## src/plk_defs.svh

```systemverilog
// Function
// Every received packet byte goes to the link, whatever its speed.
// Node speed alters only the self-ID speed code; peers always see S400.
// Node speed holds S400 after power-on; software rarely changes it.
// Leaf-only builds should write node speed right after any hardware reset.
// Reset input must stay low at least 2 ms after supply is valid.
// Register 1 trigger write starts bus reset, and also loads holdoff and gap.
// Sent or received configuration packets load holdoff flag and gap count.
// Two bus resets without a gap update between force gap count to 63.
// After sending a config packet, software starts a bus reset with matching values.
// Other trigger writes carry gap 63 and keep the current holdoff flag.
// Register 1 is written only together with the trigger bit set.
// Device supplies the interface clock; both sides drive and sample on its rise. The link model samples device pins on the fall.
// S100 uses lanes 0-1, S200 lanes 0-3, S400 all eight lanes.
// Device drives unused upper lanes low at S100 and S200.
// Device ignores unused lanes while the link drives the data bus.
// Link uses the serial request line for access, register and acceleration requests.
// Link reports power on its status line; device may stop clock or reset interface.
// Wake line carries wake-up, and interrupt when power status or control bit is low.
// Isolation select enables output differentiation on control pair and data lanes.
// Device drives control pair and lanes by default; link only after a grant.
// Exchanges are service request, status transfer, transmit and receive.
// Control codes: device idle/status/receive/grant, link release/hold/transmit.
// Differentiated outputs drive one clock per change, else float.
// Requests start with 1, end with 0, type in bits 1-3 MSB first.
// Node speed resets to S400; 00 S100, 01 S200, 11 illegal; bus reset keeps it.
//
// Purpose: constants of the link-facing port
// Assumes: 100 MHz block clock
// Notes:   offsets are Avalon byte addresses
`ifndef PLK_DEFS_SVH
`define PLK_DEFS_SVH
`define PLK_CLK_PS       10000
`define PLK_IFC_HALF_PS  10173
`define PLK_IFC_HALF     (`PLK_IFC_HALF_PS / `PLK_CLK_PS)
`define PLK_A_R1         4'h0
`define PLK_A_SPD        4'h4
`define PLK_A_STS        4'h8
`define PLK_R1_TRIG      6
`define PLK_R1_RHB       7
`define PLK_SPD_LINK_CONTROL_BIT    2
`define PLK_S100         2'b00
`define PLK_S200         2'b01
`define PLK_S400         2'b10
`define PLK_SILL         2'b11
`define PLK_GAP_MAX      6'h3f
`define PLK_RST_GAP      6'h3f
`define PLK_RST_RHB      1'b0
`define PLK_RST_LINK_CONTROL_BIT    1'b1
`define PLK_C_IDLE       2'b00
`define PLK_C_STAT       2'b01
`define PLK_C_RECV       2'b10
`define PLK_C_GRANT      2'b11
`define PLK_C_HOLD       2'b01
`define PLK_C_XMIT       2'b10
`define PLK_T_RD         3'b100
`define PLK_T_WR         3'b101
`define PLK_LEN_B7       5'd7
`define PLK_LEN_B8       5'd8
`define PLK_LEN_RD       5'd9
`define PLK_LEN_WR       5'd17
`define PLK_LEN_ACC      5'd6
`define PLK_LR_R1        4'h1
`define PLK_ST_TICKS     3'd7
`endif

```

## src/plk_pkg.sv

```systemverilog
// Purpose: shared types of the link-facing port
// Assumes: nothing
// Notes:   constants live in plk_defs.svh
package plk_pkg;
	typedef enum logic [2:0] {PLK_IDLE, PLK_STAT, PLK_RECV, PLK_GRANT, PLK_LINK} plk_state_e;
	typedef logic [1:0] plk_speed_t;
endpackage : plk_pkg

```

## src/plk_diff_cell.sv

```systemverilog
// Purpose: output enable of one pin, with optional differentiation
// Assumes: level changes only at tick edges
// Notes:   oe_n low means the pin is driven
`timescale 1ns/1ps
module plk_diff_cell
	import plk_pkg::*;
(
	// Clock and reset
	input  wire logic ref_clk_in,
	input  wire logic arst_n_in,
	// Control
	input  wire logic tick_in,
	input  wire logic level_in,
	input  wire logic own_in,
	input  wire logic diff_en_in,
	// Pin enable
	output logic      oe_n_out
);
	logic prev;

	always_ff @(posedge ref_clk_in or negedge arst_n_in)
	begin
		if (!arst_n_in)
			prev <= 1'b0;
		else if (tick_in)
			prev <= level_in;
	end

	// Drive one interface period per change, float while constant
	assign oe_n_out = ~(own_in & (~diff_en_in | (level_in != prev)));
endmodule : plk_diff_cell

```

## src/plk_link_port.sv

```systemverilog
// Purpose: device end of the parallel link interface and bus reset logic
// Assumes: link pins asynchronous to ref_clk_in; core side on ref_clk_in
// Notes:   register 1 updates: config packet over link write over Avalon
//
// The register offsets and register access over Avalon-MM were decided locally.
`timescale 1ns/1ps
`include "plk_defs.svh"
module plk_link_port
	import plk_pkg::*;
(
	// Clock and reset
	input  wire logic        ref_clk_in,
	input  wire logic        arst_n_in,
	// Avalon-MM slave
	input  wire logic [3:0]  avs_address_in,
	input  wire logic        avs_read_in,
	input  wire logic        avs_write_in,
	input  wire logic [31:0] avs_writedata_in,
	output logic      [31:0] avs_readdata_out,
	output logic             avs_waitrequest_out,
	// Link pins
	output logic             interface_clock_out,
	input  wire logic [1:0]  control_pair_in,
	output logic      [1:0]  control_pair_out,
	output logic      [1:0]  control_pair_oe_n_out,
	input  wire logic [7:0]  data_lanes_in,
	output logic      [7:0]  data_lanes_out,
	output logic      [7:0]  data_lanes_oe_n_out,
	input  wire logic        serial_request_line_in,
	input  wire logic        link_power_status_in,
	input  wire logic        iso_n_in,
	output logic             wake_notify_line_out,
	// Core: receive stream
	input  wire logic        rx_valid_in,
	input  wire logic [7:0]  rx_data_in,
	input  wire logic [1:0]  rx_speed_in,
	output logic             rx_ready_out,
	// Core: transmit stream
	input  wire logic        grant_in,
	input  wire logic [1:0]  tx_speed_in,
	output logic             tx_valid_out,
	output logic      [7:0]  tx_data_out,
	// Core: service requests
	output logic             req_valid_out,
	output logic      [2:0]  req_type_out,
	output logic      [16:0] req_bits_out,
	// Core: configuration and bus reset
	input  wire logic        cfg_load_in,
	input  wire logic        cfg_rhb_in,
	input  wire logic [5:0]  cfg_gap_in,
	input  wire logic        bus_reset_in,
	output logic             bus_reset_req_out,
	output logic      [5:0]  gap_count_out,
	output logic             root_holdoff_flag_out,
	output logic      [1:0]  selfid_speed_out,
	output logic      [1:0]  peer_speed_out,
	// Core: power events
	input  wire logic        wake_req_in,
	input  wire logic        phy_irq_in
);
	// ------------------------------------------------------------
	// Decode helpers
	// ------------------------------------------------------------
	function automatic logic [7:0] spd_mask(input plk_speed_t s);
		spd_mask = (s == `PLK_S100) ? 8'h03 : (s == `PLK_S200) ? 8'h0f : 8'hff;
	endfunction : spd_mask

	function automatic logic [4:0] req_len(input logic [2:0] t);
		req_len = (t == `PLK_T_RD) ? `PLK_LEN_RD : (t == `PLK_T_WR) ? `PLK_LEN_WR
			: `PLK_LEN_ACC;
	endfunction : req_len

	// ------------------------------------------------------------
	// Pin synchronisers
	// ------------------------------------------------------------
	localparam int NP = 13;
	logic [NP-1:0] pin_raw;
	logic [NP-1:0] pin_s1;
	logic [NP-1:0] pin_s;
	assign pin_raw = {iso_n_in, link_power_status_in, serial_request_line_in,
		data_lanes_in, control_pair_in};
	genvar gi;
	generate
		for (gi = 0; gi < NP; gi++)
		begin : g_sync
			always_ff @(posedge ref_clk_in or negedge arst_n_in)
			begin
				if (!arst_n_in)
				begin
					pin_s1[gi] <= 1'b0;
					pin_s[gi]  <= 1'b0;
				end
				else
				begin
					pin_s1[gi] <= pin_raw[gi];
					pin_s[gi]  <= pin_s1[gi];
				end
			end
		end
	endgenerate
	wire [1:0] ctl_s  = pin_s[1:0];
	wire [7:0] dat_s  = pin_s[9:2];
	wire       serial_request_line_s = pin_s[10];
	wire       lps_s  = pin_s[11];
	wire       iso_s  = pin_s[12];

	// ------------------------------------------------------------
	// Interface clock divider
	// ------------------------------------------------------------
	// 49.152 MHz cannot be hit from 100 MHz; nearest whole half period is used
	logic [3:0] hcnt;
	logic       ifc_clk;
	wire        hwrap = (hcnt == 4'((`PLK_IFC_HALF) - 1));
	wire        tick  = hwrap & ~ifc_clk & lps_s;
	always_ff @(posedge ref_clk_in or negedge arst_n_in)
	begin
		if (!arst_n_in)
		begin
			hcnt    <= 4'h0;
			ifc_clk <= 1'b0;
		end
		else if (!lps_s)
		begin
			hcnt    <= 4'h0;
			ifc_clk <= 1'b0;
		end
		else
		begin
			hcnt    <= hwrap ? 4'h0 : hcnt + 4'h1;
			ifc_clk <= hwrap ? ~ifc_clk : ifc_clk;
		end
	end
	assign interface_clock_out = ifc_clk;

	// ------------------------------------------------------------
	// Serial request receiver
	// ------------------------------------------------------------
	logic        rq_busy;
	logic [4:0]  rq_cnt;
	logic [15:0] rq_sh;
	logic [2:0]  rq_typ;
	wire  [4:0]  rq_nb   = rq_cnt + 5'd1;
	wire  [16:0] rq_full = {rq_sh, serial_request_line_s};
	wire         rq_bus  = ~rq_typ[2];
	wire         rq_end  = rq_bus ? ((rq_nb == `PLK_LEN_B7 && !serial_request_line_s) || rq_nb == `PLK_LEN_B8)
		: (rq_nb == req_len(rq_typ));
	wire         rq_done = tick & rq_busy & (rq_cnt > 5'd3) & rq_end;
	always_ff @(posedge ref_clk_in or negedge arst_n_in)
	begin
		if (!arst_n_in)
		begin
			rq_busy <= 1'b0;
			rq_cnt  <= 5'd0;
			rq_sh   <= 16'h0000;
			rq_typ  <= 3'b000;
		end
		else if (tick)
		begin
			rq_busy <= rq_busy ? ~rq_done : serial_request_line_s;
			rq_cnt  <= rq_busy ? rq_nb : 5'd1;
			rq_sh   <= rq_busy ? rq_full[15:0] : {15'h0000, serial_request_line_s};
			if (rq_busy && rq_cnt == 5'd3)
				rq_typ <= rq_full[2:0];
		end
	end
	always_ff @(posedge ref_clk_in or negedge arst_n_in)
	begin
		if (!arst_n_in)
		begin
			req_valid_out <= 1'b0;
			req_type_out  <= 3'b000;
			req_bits_out  <= 17'h0_0000;
		end
		else
		begin
			req_valid_out <= rq_done;
			if (rq_done)
			begin
				req_type_out <= rq_typ;
				req_bits_out <= rq_full;
			end
		end
	end
	wire       lk_wr   = rq_done & (rq_typ == `PLK_T_WR);
	wire       lk_rd   = rq_done & (rq_typ == `PLK_T_RD);
	wire [3:0] lk_addr = (rq_typ == `PLK_T_WR) ? rq_full[12:9] : rq_full[4:1];
	wire       lk_r1   = lk_wr & (lk_addr == `PLK_LR_R1);

	// ------------------------------------------------------------
	// Avalon slave
	// ------------------------------------------------------------
	logic ack;
	wire  av_req = avs_read_in | avs_write_in;
	wire  av_wr  = avs_write_in & ack;
	wire  av_r1  = av_wr & (avs_address_in == `PLK_A_R1);
	wire  av_spd = av_wr & (avs_address_in == `PLK_A_SPD);
	assign avs_waitrequest_out = av_req & ~ack;
	always_ff @(posedge ref_clk_in or negedge arst_n_in)
	begin
		if (!arst_n_in)
			ack <= 1'b0;
		else
			ack <= av_req & ~ack;
	end

	// ------------------------------------------------------------
	// Register 1: trigger, holdoff flag, gap count
	// ------------------------------------------------------------
	logic       root_holdoff_flag;
	logic [5:0] gap;
	logic       upd_since;
	logic       rst_seen;
	logic [3:0] rst_cnt;
	wire        upd      = cfg_load_in | lk_r1 | av_r1;
	wire        next_rhb = cfg_load_in ? cfg_rhb_in : lk_r1 ? rq_full[8]
		: avs_writedata_in[`PLK_R1_RHB];
	wire  [5:0] next_gap = cfg_load_in ? cfg_gap_in : lk_r1 ? rq_full[6:1]
		: avs_writedata_in[5:0];
	wire        trig     = (lk_r1 & rq_full[7]) | (av_r1 & avs_writedata_in[`PLK_R1_TRIG]);
	wire        force63  = bus_reset_in & rst_seen & ~upd_since & ~upd;
	always_ff @(posedge ref_clk_in or negedge arst_n_in)
	begin
		if (!arst_n_in)
		begin
			root_holdoff_flag <= `PLK_RST_RHB;
			gap <= `PLK_RST_GAP;
		end
		else if (upd)
		begin
			root_holdoff_flag <= next_rhb;
			gap <= next_gap;
		end
		else if (force63)
			gap <= `PLK_GAP_MAX;
	end
	// An update in the reset's own cycle counts as following it
	always_ff @(posedge ref_clk_in or negedge arst_n_in)
	begin
		if (!arst_n_in)
		begin
			upd_since         <= 1'b0;
			rst_seen          <= 1'b0;
			rst_cnt           <= 4'h0;
			bus_reset_req_out <= 1'b0;
		end
		else
		begin
			upd_since         <= upd | (upd_since & ~bus_reset_in);
			rst_seen          <= rst_seen | bus_reset_in;
			rst_cnt           <= rst_cnt + {3'b000, bus_reset_in};
			bus_reset_req_out <= trig;
		end
	end
	assign gap_count_out         = gap;
	assign root_holdoff_flag_out = root_holdoff_flag;

	// ------------------------------------------------------------
	// Node speed and link control bit
	// ------------------------------------------------------------
	plk_speed_t node_spd;
	logic       link_control_bit;
	wire        spd_ok = avs_writedata_in[1:0] != `PLK_SILL;
	always_ff @(posedge ref_clk_in or negedge arst_n_in)
	begin
		if (!arst_n_in)
		begin
			node_spd <= `PLK_S400;
			link_control_bit    <= `PLK_RST_LINK_CONTROL_BIT;
		end
		else if (av_spd)
		begin
			node_spd <= spd_ok ? avs_writedata_in[1:0] : node_spd;
			link_control_bit    <= avs_writedata_in[`PLK_SPD_LINK_CONTROL_BIT];
		end
	end
	assign selfid_speed_out = node_spd;
	assign peer_speed_out   = `PLK_S400;

	// ------------------------------------------------------------
	// Avalon read data
	// ------------------------------------------------------------
	plk_state_e st;
	wire [31:0] rd_r1  = {24'h00_0000, root_holdoff_flag, 1'b0, gap};
	wire [31:0] rd_spd = {29'h0000_0000, link_control_bit, node_spd};
	wire [31:0] rd_sts = {24'h00_0000, rst_cnt, upd_since, st == PLK_LINK, iso_s, lps_s};
	wire [31:0] next_rd = (avs_address_in == `PLK_A_R1) ? rd_r1
		: (avs_address_in == `PLK_A_SPD) ? rd_spd
		: (avs_address_in == `PLK_A_STS) ? rd_sts : 32'h0000_0000;
	always_ff @(posedge ref_clk_in or negedge arst_n_in)
	begin
		if (!arst_n_in)
			avs_readdata_out <= 32'h0000_0000;
		else if (avs_read_in && !ack)
			avs_readdata_out <= next_rd;
	end

	// ------------------------------------------------------------
	// Control pair sequencer
	// ------------------------------------------------------------
	logic        grant_pend;
	logic        st_pend;
	logic [15:0] st_sh;
	logic [2:0]  st_cnt;
	logic [1:0]  ctl_q;
	logic [7:0]  dat_q;
	logic        own;
	plk_speed_t  tx_spd;
	wire  [15:0] st_word = {4'h0, lk_addr, (lk_addr == `PLK_LR_R1) ? rd_r1[7:0] : 8'h00};
	wire         rx_go   = tick & rx_valid_in & (st == PLK_IDLE | st == PLK_RECV);
	assign rx_ready_out = rx_go;
	// Set wins over clear for both pending flags
	always_ff @(posedge ref_clk_in or negedge arst_n_in)
	begin
		if (!arst_n_in)
		begin
			grant_pend <= 1'b0;
			st_pend    <= 1'b0;
			st_sh      <= 16'h0000;
		end
		else
		begin
			grant_pend <= grant_in | (grant_pend & ~(st == PLK_GRANT));
			st_pend    <= lk_rd | (st_pend & ~(tick & st == PLK_STAT & st_cnt == 3'd0));
			if (lk_rd)
				st_sh <= st_word;
			else if (tick && st == PLK_STAT)
				st_sh <= {st_sh[13:0], 2'b00};
		end
	end
	always_ff @(posedge ref_clk_in or negedge arst_n_in)
	begin
		if (!arst_n_in)
		begin
			st     <= PLK_IDLE;
			ctl_q  <= `PLK_C_IDLE;
			dat_q  <= 8'h00;
			own    <= 1'b1;
			st_cnt <= 3'd0;
			tx_spd <= `PLK_S100;
		end
		else if (!lps_s)
		begin
			st    <= PLK_IDLE;
			ctl_q <= `PLK_C_IDLE;
			dat_q <= 8'h00;
			own   <= 1'b1;
		end
		else if (tick)
		begin
			case (st)
				PLK_IDLE, PLK_RECV:
				begin
					own <= 1'b1;
					if (rx_valid_in)
					begin
						st    <= PLK_RECV;
						ctl_q <= `PLK_C_RECV;
						dat_q <= rx_data_in & spd_mask(rx_speed_in);
					end
					else if (grant_pend)
					begin
						st     <= PLK_GRANT;
						ctl_q  <= `PLK_C_GRANT;
						dat_q  <= 8'h00;
						tx_spd <= tx_speed_in;
					end
					else if (st_pend)
					begin
						st     <= PLK_STAT;
						ctl_q  <= `PLK_C_STAT;
						dat_q  <= {6'h00, st_sh[14], st_sh[15]};
						st_cnt <= `PLK_ST_TICKS;
					end
					else
					begin
						st    <= PLK_IDLE;
						ctl_q <= `PLK_C_IDLE;
						dat_q <= 8'h00;
					end
				end
				PLK_STAT:
				begin
					st_cnt <= st_cnt - 3'd1;
					st     <= (st_cnt == 3'd0) ? PLK_IDLE : PLK_STAT;
					ctl_q  <= (st_cnt == 3'd0) ? `PLK_C_IDLE : `PLK_C_STAT;
					dat_q  <= (st_cnt == 3'd0) ? 8'h00 : {6'h00, st_sh[12], st_sh[13]};
				end
				PLK_GRANT:
				begin
					st    <= PLK_LINK;
					ctl_q <= `PLK_C_IDLE;
					own   <= 1'b0;
				end
				PLK_LINK:
					if (ctl_s == `PLK_C_IDLE)
					begin
						st  <= PLK_IDLE;
						own <= 1'b1;
					end
				default:
					st <= PLK_IDLE;
			endcase
		end
	end

	// ------------------------------------------------------------
	// Transmit capture
	// ------------------------------------------------------------
	always_ff @(posedge ref_clk_in or negedge arst_n_in)
	begin
		if (!arst_n_in)
		begin
			tx_valid_out <= 1'b0;
			tx_data_out  <= 8'h00;
		end
		else
		begin
			tx_valid_out <= tick & (st == PLK_LINK) & (ctl_s == `PLK_C_XMIT);
			if (tick && st == PLK_LINK && ctl_s == `PLK_C_XMIT)
				tx_data_out <= dat_s & spd_mask(tx_spd);
		end
	end

	// ------------------------------------------------------------
	// Pin drivers and wake line
	// ------------------------------------------------------------
	assign control_pair_out = ctl_q;
	assign data_lanes_out   = dat_q;
	wire [9:0] drv_lvl = {dat_q, ctl_q};
	wire [9:0] drv_oe_n;
	generate
		for (gi = 0; gi < 10; gi++)
		begin : g_drv
			plk_diff_cell u_cell (
				.ref_clk_in (ref_clk_in),
				.arst_n_in  (arst_n_in),
				.tick_in    (tick),
				.level_in   (drv_lvl[gi]),
				.own_in     (own),
				.diff_en_in (~iso_s),
				.oe_n_out   (drv_oe_n[gi])
			);
		end
	endgenerate
	assign control_pair_oe_n_out = drv_oe_n[1:0];
	assign data_lanes_oe_n_out   = drv_oe_n[9:2];
	always_ff @(posedge ref_clk_in or negedge arst_n_in)
	begin
		if (!arst_n_in)
			wake_notify_line_out <= 1'b0;
		else
			wake_notify_line_out <= wake_req_in | (phy_irq_in & (~lps_s | ~link_control_bit));
	end
endmodule : plk_link_port

```

## config.mk

```make
export PLATFORM = sky130hd
export DESIGN_NAME = plk_link_port
export DESIGN_NICKNAME = d
export VERILOG_FILES = /design/src/plk_pkg.sv /design/src/plk_diff_cell.sv /design/src/plk_link_port.sv
export VERILOG_INCLUDE_DIRS = /design/src
export SDC_FILE = /design/constraint.sdc
export NUM_CORES = 1
export LEC_CHECK = 0
export ABC_AREA = 1
export BUFFER_PORTS_ARGS = -buffer_cell sky130_fd_sc_hd__clkbuf_2
export CAP_MARGIN = 10
export CORE_MARGIN = 3
export CORE_UTILIZATION = 50
export DETAILED_ROUTE_END_ITERATION = 8
export PLACE_DENSITY = 0.75
export SETUP_SLACK_MARGIN = 0.05
export SYNTH_ARGS = -nofsm -noshare
export SYNTH_HDL_FRONTEND = slang
export SYNTH_SLANG_ARGS = --single-unit
```

## constraint.sdc

```tcl
create_clock -name ref_clk_in -period 2.9 [get_ports ref_clk_in]
set_input_delay 0.87 -clock ref_clk_in [delete_from_list [all_inputs] [get_ports ref_clk_in]]
set_output_delay 0.87 -clock ref_clk_in [all_outputs]
set_load 0.02 [all_outputs]
```

==> flow_summary.yaml, run 1 <==
setup_path:
  critPathArrivalTime_ns: 1.81
  critPathRequiredTime_ns: 2.03
  crit_path_start_kind: "register"
  crit_chain: "inv_1, ha_1, nand3_1, inv_2, nand2_4, nor3_2, clkbuf_2"
  r2r_slack_ns: 0.44
  crit_family: "simple AND/OR/NAND/NOR gates"
  worstRegToRegCells: 12
  rr_endpoint: "gap_count_out[4]"
  worst-path-buf-inv: 3
  worstReg2RegStart: "hcnt[0]"
  critPathSlowestCell: "dfrtp_1"
  crit_path_end_kind: "primary output"
  critPathMaxStageDelay_ns: 0.40
  crit_fanout: 27
  critPathKind: "register to primary output"
floorplan:
  std_cell_rows: 43
  initial_utilization_pct: 51.8
  core-area_um2: 14000
  chipHeight_um: 127
  die-area_um2: 16000
  io_pins: 176
  die_x_um: 127
detailed_routing:
  wl_per_cell_um: 13.4
  first_pass_iters: 5
  dr_total_vias: 5618
  route.detailed.drc: 0
  drtIter0Drc: 400
  wl_um: 15100
  vias_per_cell: 4.98
  drtAntennaViolNets: 0
logic_synthesis:
  synth_seq_cells: 160
  synth_compound_area_share_pct: 12.1
  avgSynthCellArea_um2: 8.88
  synth_adder_area_share_pct: 1.38
  synth_top_family_by_area: "simple AND/OR/NAND/NOR gates"
  ys_seq_area_share_pct: 55.2
  synth_cell_types: 42
  synth-simple-area-share_pct: 19.5
  synthMuxAreaShare_pct: 0.309
  synth_area_um2: 7280
  syn_inst: 820
  synth_xor_area_share_pct: 0.361
  yosysWarnings: 0
clocking:
  cts_max_level: 4
  cts_buffers: 17
  cts_hold_buf: 0
  cts_sinks: 160
  clock_path_buffers: 2
  clk_latency_ns: 0.42
  cts-root-buf: "clkbuf_16"
  cts.reportedPaths.clkPinSlew_ns: 0.06
  cts_tree: "built"
global_routing:
  antenna_found_initial: 0
  grt_pass1_wl_um: 25300
  grt_pass1_vias: 5287
  grt_use_total_pct: 19.4
  grt.overflow.total: 0
  grt_max_degree: 57
timing:
  finalHoldViolations: 0
  tns_ns: 0
  rsz0062_at_grt: "false"
  tightest_slew_ns: 0.572
  relSlewSlack_pct: 61.6
  clock_skew_ns: 0.00577
  setup-violations-final: 0
  max_freq_mhz: 373
  min_period_ns: 2.68
  timing.final.crit_share_pct: 92.5
  finalMaxSlewViolations: 0
cells_and_area:
  final_layout_size_suffix_gt1_share_pct: 21.1
  antenna_cells: 0
  syn_to_final_growth_pct: 15.9
  finalInstanceArea_um2: 8440
  final_cell_mix: "nand2_1, dfrtp_1, clkbuf_2, inv_1, o21ai_0"
  final_common_cell: "nand2_1"
  nNetsFinal: 1021
hold_path:
  holdPathEnd: "lps_s"
  hp-class: "register to register"
  min_from: "pin_s1[11]"
  hold_depth: 0
place:
  portBuffers: 125
  dp_hpwl_um: 10900
  gp_congestion: 0.809
  placed_cell_area_um2: 7880
pwr:
  p_per_area_nw_per_um2: 773
  ir_drop_uv: 627
  leakage_nw: 4.44
status:
  status: "completed"
flow_run:
  cap_violations: 0
logic make-up after synthesis:
logic type / Yosys count
buffers and inverters: 164
other: 2
muxes: 2
AOI/OAI and AO/OA: 154
xor gates and xnor gates: 3
adders and majority gates: 8
and+or+nand+nor: 327
DFF: 160
power by group:
| group | total [W] | internal (W) | switching, W |
|---|---|---|---|
| Sequential | 0.00289 | 0.00262 | 0.000270 |
| Combinational | 0.00155 | 0.000509 | 0.00104 |
| Clock | 0.00208 | 0.00114 | 0.000938 |
worst max-delay path by stage:
stage                 from      endpoint  slack [ns]  cells after the start
2_1_floorplan      hcnt[0]  rx_ready_out        0.54                      7
3_3_place_gp   rx_valid_in  rx_ready_out        0.46                      4
3_5_place_dp   rx_valid_in  rx_ready_out        0.46                      4
4_1_cts            hcnt[0]  rx_ready_out        0.11                      7
5_1_grt            hcnt[0]  rx_ready_out        0.08                      7
6_report           hcnt[0]  rx_ready_out        0.22                      7
through the flow:
step                hold WS, ns  cells  util, %  worst slack (ns)  total power, W
CTS                       0.350   1128     60.1             0.111         0.00658
floorplan                 0.331    844        -             0.541         0.00405
global route              0.353   1128     60.1            0.0810         0.00694
global placement          0.331   1096     56.1             0.461         0.00443
finish                    0.348   1128     60.1             0.219         0.00652
detailed placement        0.335   1096     56.1             0.459         0.00448
what timing repair did:
action                     4_1_cts  5_1_grt
buffers inserted                 0        0
gates resized for setup          0        1
setup endpoints to repair        0        1
layout make-up:
class | count | area, µm²
Fill cell | 1214 | 5600
Sequential cell | 160 | 4020
Multi-Input combinational cell | 520 | 2550
Timing Repair Buffer | 134 | 712
Clock buffer | 18 | 439
Inverter | 102 | 383
Tap cell | 180 | 225
Clock inverter | 14 | 118
layer usage:
metal	wire (µm)	part of all wire (%)	up-vias	global-route usage [%]
met2	7120	47	174	29.9
met4	216	1.4	0	7.57
met5	0	0	-	0
li1	-	-	2826	-
met1	6950	46	2601	27.6
met3	833	5.5	17	3.54
registers in the layout (all words and copies together) (netlist names), 8 cells and up:
register and cells:
req_bits_out 17, rq_sh 16, st_sh 16, pin_s1 13, g_drv.u_cell.prev 10, avs_readdata_out 8
dat_s 8, data_lanes_out 8, tx_data_out 8
worst reg2reg max path, cell delays in order, from the launching register on:
cell and delay [ns]:
dfrtp_1 0.40, inv_1 0.07, ha_1 0.16, nand3_1 0.11
inv_2 0.08, nand2_4 0.17, nor2_4 0.17, nand2_1 0.12
a21oi_4 0.31, nand3_4 0.24, nand3_1 0.26, nor2_1 0.10
a21oi_1 0.18
cells in the mapped netlist (all sizes together):
cell type	instances	area share, %
a21boi	6	0.62
a21o	2	0.21
a21oi	24	1.8
a221oi	1	0.12
a22o	2	0.24
a22oi	4	0.41
a31oi	4	0.34
a32o	2	0.28
a41oi	1	0.12
buf	50	5.3
clkbuf	12	0.62
clkinv	3	0.15
conb	2	0.10
dfrtp	151	52
dfstp	9	3.2
ha	8	1.4
inv	99	5.1
mux2	2	0.31
nand2	213	11
nand3	39	2.9
nand4	14	1.3
nor2	53	3.3
nor3	4	0.28
nor3b	1	0.10
o211ai	2	0.21
o21a	1	0.10
o21ai	83	5.7
o22ai	22	1.9
or2	3	0.26
xnor2	2	0.24
xor2	1	0.12
Note: power is estimated with default switching activity, not from simulation.
==> run 2: changes to the inputs <==
- CORE_UTILIZATION: 50 -> 37
- PLACE_DENSITY: 0.75 -> unset
- SLEW_MARGIN: unset -> 20
==> run 2 against run 1 <==
  * Wire length rose by 7.4%
  * Critical path depth did not move
  * Largest cell class unchanged
  * Critical endpoint unchanged
  * Clock-buffer cell count fell by 1
  * Via count rose by 0.14%
  * Clock power is 6% higher
  * Global-route usage shrank 3.9 points
  * Die area up 33%
  * Non-clock buffer count rose by 2
==> flow_summary.yaml, run 2 (synthesized netlist as in run 1, its figures left out) <==
cells_and_area:
  final_util_pct: 45.2
  seqCellArea_um2: 4020
  antenna_cells: 0
  largestRegisters: "req_bits_out x17, rq_sh x16, st_sh x16"
  multi_input_area_um2: 2540
  finalInstanceArea_um2: 8590
  nNetsFinal: 1023
  final_cell_mix: "nand2_1, dfrtp_1, clkbuf_2, inv_1, o21ai_0"
  largest_register_ffs: 17
  fill_cells: 1925
  final_common_cell: "nand2_1"
  regMostFlops: "req_bits_out"
  syn_to_final_growth_pct: 18.0
  final_layout_size_suffix_gt1_share_pct: 21.2
clocking:
  clock_path_buffers: 2
  cts_buffers: 17
  clk_latency_ns: 0.43
  cts-root-buf: "clkbuf_16"
  cts_max_level: 4
  cts_hold_buf: 0
  post_cts_buffers: 0
  cts_sinks: 160
  cts_tree: "built"
  cts_resized: 0
  cts.reportedPaths.clkPinSlew_ns: 0.07
global_routing:
  antenna_found_initial: 0
  grt_pass1_wl_um: 27300
  grt_pass1_vias: 5399
  grt.overflow.total: 0
  grt_use_total_pct: 15.5
  grt_max_degree: 51
setup_path:
  worstReg2RegStart: "rq_cnt[0]"
  critPathMaxStageDelay_ns: 0.40
  critPathKind: "register to primary output"
  critPathRequiredTime_ns: 2.03
  worstRegToRegCells: 14
  critPathArrivalTime_ns: 1.76
  rr_endpoint: "st_sh[9]"
  critPathSlowestCell: "dfrtp_1"
  crit_path_start_kind: "register"
  crit_path_end_kind: "primary output"
  r2r_slack_ns: 0.52
  crit_fanout: 6
  crit_chain: "inv_1, ha_1, nand3_1, inv_2, nand2_4, nor3_1, clkbuf_2"
floorplan:
  std_cell_rows: 50
  die-area_um2: 21400
  chipHeight_um: 146
  io_pins: 176
  die_x_um: 146
  initial_utilization_pct: 38.3
  core-area_um2: 19000
timing:
  rsz0062_at_grt: "false"
  finalHoldViolations: 0
  min_period_ns: 2.63
  max_freq_mhz: 380
  relSlewSlack_pct: 61.4
  clock_skew_ns: 0.0106
  tns_ns: 0
  setup-violations-final: 0
  tightest_slew_ns: 0.575
  timing.final.crit_share_pct: 90.6
  finalMaxSlewViolations: 0
detailed_routing:
  wl_met3_um: 807
  topRoutingLayerUsed: "met4"
  drtIter0Drc: 250
  route.detailed.drc: 0
  drtAntennaViolNets: 0
  drt-met1-wl_um: 7770
  wl_per_cell_um: 13.4
  wl_met2_um: 7410
  first_pass_iters: 4
  vias_per_cell: 4.65
  dr_total_vias: 5626
  wl_um: 16200
pwr:
  p_per_area_nw_per_um2: 776
  leakage_nw: 4.45
  power_frac_seq_pct: 43.4
  report.power.total_w: 0.00666
  power_switching_w: 0.00237
  switching_share_pct: 35.6
  p_int_w: 0.00429
  p_clk_share_pct: 33.1
  ir_drop_uv: 584
  combPwrFrac_pct: 23.5
flow_run:
  cap_violations: 0
place:
  placed_cell_area_um2: 8000
  gp_congestion: 0.799
  portBuffers: 125
  dp_hpwl_um: 11700
hold_path:
  hp-class: "register to register"
  min_from: "pin_s1[11]"
  holdPathEnd: "lps_s"
  hold_depth: 0
status:
  status: "completed"
## run 2: changes by cell type in the layout (fill, tap and decap cells not counted), moves of 2 or more
cell	previous run	this run
clkinv_4	4	0
clkinv_8	0	3
clkinvlp_4	0	2
clkinv_2	2	0
inv_8	1	4
## run 2: how the worst max path moves through the flow
stage / from / slack [ns] / end
2_1_floorplan: hcnt[0] / 0.54 / rx_ready_out
6_report: hcnt[0] / 0.27 / rx_ready_out
5_1_grt: hcnt[0] / 0.08 / rx_ready_out
3_3_place_gp: rx_valid_in / 0.46 / rx_ready_out
3_5_place_dp: rx_valid_in / 0.45 / rx_ready_out
4_1_cts: hcnt[0] / 0.24 / rx_ready_out
## run 2: final cells by class
type / count / share of cell area, %
clock buffers: 17 / 4.95
well taps: 260 / 3.79
inverters: 102 / 4.46
multi-input cells: 520 / 29.6
clock inverters: 15 / 1.88
repair buffers: 136 / 8.61
flip-flops and latches: 160 / 46.7
## run 2: layer usage
layer | vias up | global-route usage [%]
met4 | 0 | 4.80
met3 | 20 | 4.03
met2 | 139 | 23.8
met1 | 2646 | 21.8
li1 | 2821 | -
met5 | - | 0
## run 2: power groups by stage
| stage | clock, W | sequential [W] | combinational, W |
|---|---|---|---|
| floorplan | 0 | 0.00301 | 0.00103 |
| global placement | 0 | 0.00293 | 0.00155 |
| detailed placement | 0 | 0.00294 | 0.00158 |
| CTS | 0.00226 | 0.00290 | 0.00158 |
| global route | 0.00236 | 0.00295 | 0.00178 |
| finish | 0.00221 | 0.00289 | 0.00156 |
## run 2: critical path, delay by kind of cell (launching register included)
| family | cells | cell delay, ns |
|---|---|---|
| flops | 1 | 0.40 |
| buf+inv | 3 | 0.37 |
| simple gates | 3 | 0.40 |
| fa+ha+maj | 1 | 0.16 |
## run 2: stage by stage
step / hold WS [ns] / setup slack, ns / std cells
2_1_floorplan: 0.331 / 0.541 / 844
3_3_place_gp: 0.333 / 0.462 / 1178
3_5_place_dp: 0.335 / 0.454 / 1178
4_1_cts: 0.345 / 0.236 / 1210
5_1_grt: 0.354 / 0.0843 / 1210
6_report: 0.341 / 0.272 / 1210
